$ cat src/fnd_pkg.sv
`default_nettype none
package fnd_pkg;
  localparam int ADDR_W = 8;
  localparam int REG_W  = 24;
  localparam int INT_W  = 19;
  localparam int FRAC_W = 24;
  localparam int NDIV_W = 20;
  localparam int ODIV_W = 6;

  localparam logic [ADDR_W-1:0] ADDR_REFDIV = 8'h02;
  localparam logic [ADDR_W-1:0] ADDR_INTDIV = 8'h03;
  localparam logic [ADDR_W-1:0] ADDR_FRAC   = 8'h04;
  localparam logic [ADDR_W-1:0] ADDR_MODE   = 8'h06;
  localparam logic [ADDR_W-1:0] ADDR_STEP   = 8'h0C;
  localparam logic [ADDR_W-1:0] ADDR_OUTDIV = 8'h16;

  localparam int MODE_FRAC_EN_BIT = 11;
  localparam int MODE_BYPASS_BIT  = 7;

  localparam logic [INT_W-1:0]  NINT_MIN   = 19'h00010;
  localparam logic [INT_W-1:0]  NINT_MAX   = 19'h7FFFF;
  localparam logic [REG_W-1:0]  RST_REFDIV = 24'h000001;
  localparam logic [INT_W-1:0]  RST_INTDIV = 19'h00010;
  localparam logic [FRAC_W-1:0] RST_FRAC   = 24'h000000;
  localparam logic [REG_W-1:0]  RST_MODE   = 24'h000080;
  localparam logic [REG_W-1:0]  RST_STEP   = 24'h000000;
  localparam logic [ODIV_W-1:0] RST_OUTDIV = 6'h00;

  typedef struct packed {
    logic [REG_W-1:0]  refdiv;
    logic [INT_W-1:0]  nint;
    logic [FRAC_W-1:0] nfrac;
    logic [REG_W-1:0]  mode;
    logic [REG_W-1:0]  step;
    logic [ODIV_W-1:0] outdiv;
  } fnd_regs_s;

  localparam fnd_regs_s RST_REGS = '{RST_REFDIV, RST_INTDIV, RST_FRAC,
                                     RST_MODE, RST_STEP, RST_OUTDIV};

  typedef struct packed {
    fnd_regs_s         regs;
    fnd_regs_s         act;
    logic [REG_W-1:0]  rdata;
    logic [REG_W-1:0]  ref_cnt;
    logic              pd_tick;
    logic [FRAC_W-1:0] acc;
    logic [REG_W-1:0]  ph_cnt;
    logic [NDIV_W-1:0] ndiv;
    logic [ODIV_W-1:0] out_cnt;
    logic              out_pulse;
    logic              range_err;
  } fnd_top_state_s;

  typedef struct packed {
    logic [NDIV_W-1:0] cnt;
    logic              fb_pulse;
  } fnd_fb_state_s;
endpackage : fnd_pkg
`default_nettype wire

$ cat src/fnd_fbdiv.sv
`default_nettype none
module fnd_fbdiv
  import fnd_pkg::*;
(
  input  wire logic              clk,
  input  wire logic              rst_n,
  input  wire logic              vco_edge,
  input  wire logic [NDIV_W-1:0] load_val,
  output logic                   fb_pulse,
  output logic [NDIV_W-1:0]      cnt
);
  fnd_fb_state_s s_r;
  fnd_fb_state_s s_nxt;

  always_comb
  begin
    s_nxt = s_r;
    s_nxt.fb_pulse = 1'b0;
    if (vco_edge)
    begin
      // New divide value only taken at terminal count
      if (s_r.cnt <= NDIV_W'(1))
      begin
        s_nxt.cnt      = load_val;
        s_nxt.fb_pulse = 1'b1;
      end
      else
      begin
        s_nxt.cnt = s_r.cnt - NDIV_W'(1);
      end
    end
  end

  always_ff @(posedge clk or negedge rst_n)
  begin
    if (!rst_n)
      s_r <= '0;
    else
      s_r <= s_nxt;
  end

  assign fb_pulse = s_r.fb_pulse;
  assign cnt      = s_r.cnt;
endmodule : fnd_fbdiv
`default_nettype wire

$ cat src/fnd_tuning.sv
`default_nettype none
module fnd_tuning
  import fnd_pkg::*;
#(
  parameter int INT_BITS  = 19,
  parameter int FRAC_BITS = 24
)
(
  input  wire logic              CLK,
  input  wire logic              RST_N,
  input  wire logic [ADDR_W-1:0] REG_ADDR,
  input  wire logic [REG_W-1:0]  REG_WDATA,
  input  wire logic              REG_WE,
  input  wire logic              REG_RE,
  output logic      [REG_W-1:0]  REG_RDATA,
  input  wire logic              VCO_EDGE,
  output logic                   PD_TICK,
  output logic                   FB_PULSE,
  output logic                   OUT_PULSE,
  output logic      [NDIV_W-1:0] DIV_NOW,
  output logic                   FRAC_MODE,
  output logic                   EXACT_MODE,
  output logic                   NINT_RANGE_ERR
);
  if (INT_BITS != INT_W || FRAC_BITS != FRAC_W)
  begin : g_chk
    $error("fnd_tuning: divider widths must match the package");
  end

  fnd_top_state_s s_r;
  fnd_top_state_s s_nxt;

  function automatic logic frac_on(input logic [REG_W-1:0] mode);
    frac_on = mode[MODE_FRAC_EN_BIT] & ~mode[MODE_BYPASS_BIT];
  endfunction : frac_on

  function automatic logic [ODIV_W-1:0] k_of(input logic [ODIV_W-1:0] f);
    if (f <= ODIV_W'(1))
      k_of = ODIV_W'(1);
    else
      k_of = {f[ODIV_W-1:1], 1'b0};
  endfunction : k_of

  function automatic logic [INT_W-1:0] nint_ok(input logic [INT_W-1:0] n);
    nint_ok = (n < NINT_MIN) ? NINT_MIN : n;
  endfunction : nint_ok

  always_comb
  begin
    logic [FRAC_W:0]   sum;
    logic              carry;
    logic [REG_W-1:0]  rdiv;
    logic [REG_W-1:0]  stp;
    logic              fmode;
    logic              exact;
    logic [ODIV_W-1:0] k;
    fnd_regs_s         nc;
    sum   = '0;
    carry = 1'b0;
    rdiv  = '0;
    stp   = '0;
    fmode = 1'b0;
    exact = 1'b0;
    k     = '0;
    nc    = '0;
    s_nxt = s_r;
    s_nxt.pd_tick   = 1'b0;
    s_nxt.out_pulse = 1'b0;

    // Register writes
    if (REG_WE)
    begin
      case (REG_ADDR)
        ADDR_REFDIV: s_nxt.regs.refdiv = REG_WDATA;
        ADDR_INTDIV: s_nxt.regs.nint   = REG_WDATA[INT_W-1:0];
        ADDR_FRAC:   s_nxt.regs.nfrac  = REG_WDATA[FRAC_W-1:0];
        ADDR_MODE:   s_nxt.regs.mode   = REG_WDATA;
        ADDR_STEP:   s_nxt.regs.step   = REG_WDATA;
        ADDR_OUTDIV: s_nxt.regs.outdiv = REG_WDATA[ODIV_W-1:0];
        default:     ;
      endcase
    end

    // Register reads
    if (REG_RE)
    begin
      case (REG_ADDR)
        ADDR_REFDIV: s_nxt.rdata = s_r.regs.refdiv;
        ADDR_INTDIV: s_nxt.rdata = REG_W'(s_r.regs.nint);
        ADDR_FRAC:   s_nxt.rdata = s_r.regs.nfrac;
        ADDR_MODE:   s_nxt.rdata = s_r.regs.mode;
        ADDR_STEP:   s_nxt.rdata = s_r.regs.step;
        ADDR_OUTDIV: s_nxt.rdata = REG_W'(s_r.regs.outdiv);
        default:     s_nxt.rdata = '0;
      endcase
    end

    // Reference divider, a zero ratio acts as one
    rdiv = (s_r.act.refdiv == '0) ? REG_W'(1) : s_r.act.refdiv;
    if (s_r.ref_cnt >= rdiv - REG_W'(1))
    begin
      s_nxt.ref_cnt = '0;
      s_nxt.pd_tick = 1'b1;
    end
    else
    begin
      s_nxt.ref_cnt = s_r.ref_cnt + REG_W'(1);
    end

    // Comparison cycle: take new configuration and step the modulator
    nc    = s_r.regs;
    fmode = frac_on(nc.mode);
    exact = fmode && (nc.step != '0);
    stp   = nc.step;
    if (s_nxt.pd_tick)
    begin
      s_nxt.act = nc;
      if (!fmode)
      begin
        s_nxt.acc    = '0;
        s_nxt.ph_cnt = '0;
      end
      else if (nc.nfrac != s_r.act.nfrac || nc.step != s_r.act.step)
      begin
        s_nxt.acc    = '0;
        s_nxt.ph_cnt = '0;
        sum   = {1'b0, nc.nfrac};
        carry = sum[FRAC_W];
        s_nxt.acc = sum[FRAC_W-1:0];
      end
      else
      begin
        sum   = {1'b0, s_r.acc} + {1'b0, nc.nfrac};
        carry = sum[FRAC_W];
        s_nxt.acc = sum[FRAC_W-1:0];
      end
      if (exact)
      begin
        // Restart the pattern every step count, keeping 2^24 modulus
        if (s_nxt.ph_cnt >= stp - REG_W'(1))
        begin
          s_nxt.acc    = '0;
          s_nxt.ph_cnt = '0;
        end
        else
        begin
          s_nxt.ph_cnt = s_nxt.ph_cnt + REG_W'(1);
        end
      end
      s_nxt.ndiv = NDIV_W'(nint_ok(nc.nint)) + NDIV_W'(carry);
      s_nxt.range_err = (nc.nint < NINT_MIN);
    end

    // Output divider
    k = k_of(s_r.act.outdiv);
    if (VCO_EDGE)
    begin
      if (s_r.out_cnt >= k - ODIV_W'(1))
      begin
        s_nxt.out_cnt   = '0;
        s_nxt.out_pulse = 1'b1;
      end
      else
      begin
        s_nxt.out_cnt = s_r.out_cnt + ODIV_W'(1);
      end
    end
  end

  always_ff @(posedge CLK or negedge RST_N)
  begin
    if (!RST_N)
    begin
      s_r           <= '0;
      s_r.regs      <= RST_REGS;
      s_r.act       <= RST_REGS;
      s_r.ndiv      <= NDIV_W'(RST_INTDIV);
    end
    else
    begin
      s_r <= s_nxt;
    end
  end

  fnd_fbdiv u_fbdiv (
    .clk      (CLK),
    .rst_n    (RST_N),
    .vco_edge (VCO_EDGE),
    .load_val (s_r.ndiv),
    .fb_pulse (FB_PULSE),
    .cnt      ()
  );

  assign REG_RDATA      = s_r.rdata;
  assign PD_TICK        = s_r.pd_tick;
  assign OUT_PULSE      = s_r.out_pulse;
  assign DIV_NOW        = s_r.ndiv;
  assign FRAC_MODE      = frac_on(s_r.act.mode);
  assign EXACT_MODE     = frac_on(s_r.act.mode) && (s_r.act.step != '0);
  assign NINT_RANGE_ERR = s_r.range_err;
endmodule : fnd_tuning
`default_nettype wire

$ cat config.mk
export PLATFORM = sky130hd
export DESIGN_NAME = fnd_tuning
export DESIGN_NICKNAME = d
export VERILOG_FILES = /design/src/fnd_pkg.sv /design/src/fnd_fbdiv.sv /design/src/fnd_tuning.sv
export SDC_FILE = /design/constraint.sdc
export NUM_CORES = 1
export LEC_CHECK = 0
export BUFFER_PORTS_ARGS = -buffer_cell sky130_fd_sc_hd__buf_2
export CORE_ASPECT_RATIO = 1.1
export CORE_MARGIN = 2
export CORE_UTILIZATION = 54
export CTS_CLUSTER_DIAMETER = 100
export DETAILED_ROUTE_END_ITERATION = 10
export PLACE_DENSITY = 0.82
export SETUP_SLACK_MARGIN = 0.15
export SLEW_MARGIN = 20
export SYNTH_ARGS = -nofsm -noshare
export SYNTH_HDL_FRONTEND = slang
export SYNTH_SLANG_ARGS = --single-unit
$ cat constraint.sdc
create_clock -name CLK -period 17.36 [get_ports CLK]
set_input_delay 1.736 -clock CLK [delete_from_list [all_inputs] [get_ports CLK]]
set_output_delay 1.736 -clock CLK [all_outputs]
set_load 0.02 [all_outputs]
==> results.py <==
metrics = {
    "outcome": {
        "status": "finished clean",
    },
    "clock_tree": {
        "cts_tree": "done",
        "clkTransAtPathRegs_ps": 60,
        "postCtsSetupRepairBufs": 0,
        "cts_hold_buf": 0,
        "h-tree-depth": 2,
        "root_buffer": "clkbuf_16",
        "cts_resized": 0,
        "cts_inserted_buffers": 37,
        "cts_buffer_depth": 3,
        "cts.sinks": 346,
        "clk_latency_ps": 540,
    },
    "layout": {
        "syn_to_final_growth_pct": 9.00,
        "fin_nets": 2191,
        "drive_above_1_share": 0.151,
        "n_fill_cell": 2944,
        "antennaDiodeCount": 0,
    },
    "worst_setup_path": {
        "max_stage_delay_ps": 710,
        "path_cells": "or4_1 -> or3_4 -> or4_4 -> or4_4 -> nor2_4 -> nor2_1 -> ha_1 -> nand2b_1 -> nand2b_1 -> or3_1 -> nor2_1 -> xnor2_1 -> ha_1 -> nand2_1 -> or4_1 -> inv_1 -> o22a_1 -> nand2_4 -> clkinv_2 -> buf_4 -> nand3_1 -> nor2_1 -> a221o_1",
        "path_buf_inv": 3,
        "path_class": "reg2reg",
        "cp_max_fo": 62,
        "crit_family": "simple AND/OR/NAND/NOR gates",
        "crit_required_ps": 17820,
        "crit_path_frequent_cell": "nor2_1",
        "crit_path_top_delay_cell": "nand3_1",
        "end_kind": "flip-flop",
        "cp_data_arrival_time_ps": 8260,
        "start_kind": "flip-flop",
    },
    "power_and_ir_drop": {
        "powerDensity_nw_per_um2": 108,
        "p_int_w": 0.00160,
        "switching_share": 0.307,
        "p_switching_w": 0.000707,
        "peakVddDrop_mv": 0.0764,
        "leakagePower_nw": 10.5,
        "clockPowerShare": 0.365,
        "seqPwrFrac": 0.406,
        "p_comb_frac": 0.229,
    },
    "route": {
        "wl_per_cell_um": 19.7,
        "viasPerCell": 6.09,
        "finalWirelength_um": 50900,
        "drt_first_pass_iters": 5,
        "drt_first_iter_violations": 1489,
        "detail-route-antenna-nets": 0,
        "drc_errors": 0,
        "vias": 15700,
    },
    "logic_synthesis": {
        "synth_warnings": 0,
        "synth_edf_count": 0,
        "yosysUniqueCellTypes": 66,
        "synthTopCellsByArea": "dfrtp_1 (43%), mux2_2 (7.3%), nand2_1 (6.9%)",
        "synth-async-reset-ratio": 1.00,
        "synth_area_per_cell_um2": 9.49,
        "synth_seq_cells": 346,
        "synthCells": 2071,
        "synth.largest_area_cell": "dfrtp_1",
        "yosysSeqAreaShare": 0.441,
        "syn_area_um2": 19700,
        "syn_nets": 2196,
        "synth_top_cell_area_share": 0.433,
        "ys_top_cells_by_count": "nand2_1 (361), dfrtp_1 (340), mux2_2 (127)",
        "synth_top_flop_cell": "dfrtp_1",
        "yosysMostFrequentCell": "nand2_1",
    },
    "die": {
        "core_um2": 36000,
        "initial_core_util": 0.546,
        "num_rows": 73,
        "die_x_um": 186,
        "dieArea_um2": 37900,
        "die_h_um": 204,
        "ios": 87,
    },
    "sta": {
        "final.period_utilization": 0.449,
        "max_freq_mhz": 128,
        "period_needed_ps": 7800,
        "tns_ps": 0,
        "rsz0062_at_grt": "no",
        "tightestPinTransition_ps": 1110,
        "skew_ps": 16.8,
        "setup_viol": 0,
        "maxSlewViolCount": 0,
        "relSlewSlack": 0.258,
        "hold_viol": 0,
        "layout_setup_ws_ps": 9560,
    },
    "flow_run": {
        "drv_cap": 0,
    },
    "global_routing": {
        "grt_pass1_wl_um": 81700,
        "grt.total_usage": 0.271,
        "grt_max_degree": 127,
        "grt_overflow_total": 0,
        "antenna_found_initial": 3,
        "grt_pass1_vias": 15500,
    },
    "placed_design": {
        "post-place-ws_ps": 9650,
        "portBuffers": 86,
        "place_congestion": 0.917,
        "hpwl_um": 35700,
    },
    "hold_path": {
        "hold_class": "reg2reg",
    },
}
sequential cells by signal (all words and copies together), names as in the netlist:
signal,flops
NINT_RANGE_ERR,1
u_fbdiv.fb_pulse,1
u_fbdiv.cnt,20
PD_TICK,1
OUT_PULSE,1
DIV_NOW,20
REG_RDATA,24
s_r,278
metal layers:
| metal | wire length [um] | vias up | share of wire | track usage |
|---|---|---|---|---|
| li1 | - | 7165 | - | - |
| met1 | 20200 | 7737 | 0.40 | 0.350 |
| met2 | 24500 | 675 | 0.48 | 0.448 |
| met3 | 3750 | 152 | 0.074 | 0.0458 |
| met4 | 2400 | 6 | 0.047 | 0.123 |
| met5 | 38 | - | 0.00075 | 0 |
final cells by class:
| type | instances | area [um^2] | share of cell area |
|---|---|---|---|
| Inverter | 58 | 219 | 0.0102 |
| Tap cell | 487 | 609 | 0.0284 |
| Clock buffer | 51 | 1030 | 0.0480 |
| Clock inverter | 17 | 267 | 0.0124 |
| Multi-Input combinational cell | 1521 | 10100 | 0.470 |
| Timing Repair Buffer | 102 | 561 | 0.0262 |
| Sequential cell | 346 | 8670 | 0.405 |
cell families (layout without fill, tap and decap cells):
family / Yosys count / in the layout / share of synthesized area
xor gates and xnor gates: 155 / 155 / 0.0691
AOI/OAI and AO/OA: 325 / 325 / 0.103
buffers and inverters: 204 / 228 / 0.0478
and+or+nand+nor: 772 / 772 / 0.183
DFF: 346 / 346 / 0.441
muxes: 181 / 181 / 0.100
adders and majority gates: 88 / 88 / 0.0564
tightest hold or removal path: stages, from the launching register on:
cell     delay, ps
dfstp_2        370
nand2_1         50
nand2_1         50
metrics by stage:
step / util / cell area, um^2 / std cells / hold slack, ps / power, W
3_5_place_dp: 0.559 / 20100 / 2514 / 458 / 0.00146
3_3_place_gp: 0.559 / 20100 / 2514 / 450 / 0.00143
2_1_floorplan: - / 19700 / 2071 / 438 / 0.00132
6_report: 0.595 / 21400 / 2582 / 463 / 0.00230
4_1_cts: 0.595 / 21400 / 2582 / 470 / 0.00231
5_1_grt: 0.595 / 21400 / 2582 / 490 / 0.00242
path summary, 6_finish.rpt:
| check | start | end | slack, ps | cells after the start |
|---|---|---|---|---|
| min in group asynchronous | RST_N | s_r[96] | 1280 | 1 |
| setup reg to reg | s_r[231] | s_r[73] | 9560 | 23 |
| hold reg to reg | s_r[162] | s_r[162] | 460 | 2 |
| hold / removal | s_r[162] | s_r[162] | 460 | 2 |
| setup / recovery | s_r[231] | s_r[73] | 9560 | 23 |
| max in group asynchronous | RST_N | s_r[54] | 13620 | 3 |
power by group through the flow:
stage	sequential, W	combinational (W)	clock (W)
after floorplan	0.000921	0.000404	0
after global placement	0.000941	0.000488	0
after detailed placement	0.000945	0.000520	0
after CTS	0.000931	0.000525	0.000849
after global routing	0.000940	0.000591	0.000886
final	0.000934	0.000528	0.000841
cells in the final DEF, fill, tap and decap left out, types with 43 or more instances in the layout:
master / count
nand3_1: 43
o21ai_0: 68
a21oi_1: 96
inv_1: 57
ha_1: 87
nand2_1: 359
nor2_1: 122
buf_2: 85
mux2_2: 127
nand4_1: 43
xnor2_1: 111
xor2_1: 44
dfrtp_1: 340
mux2i_1: 54
No activity file was read; power rests on OpenSTA's default activity.
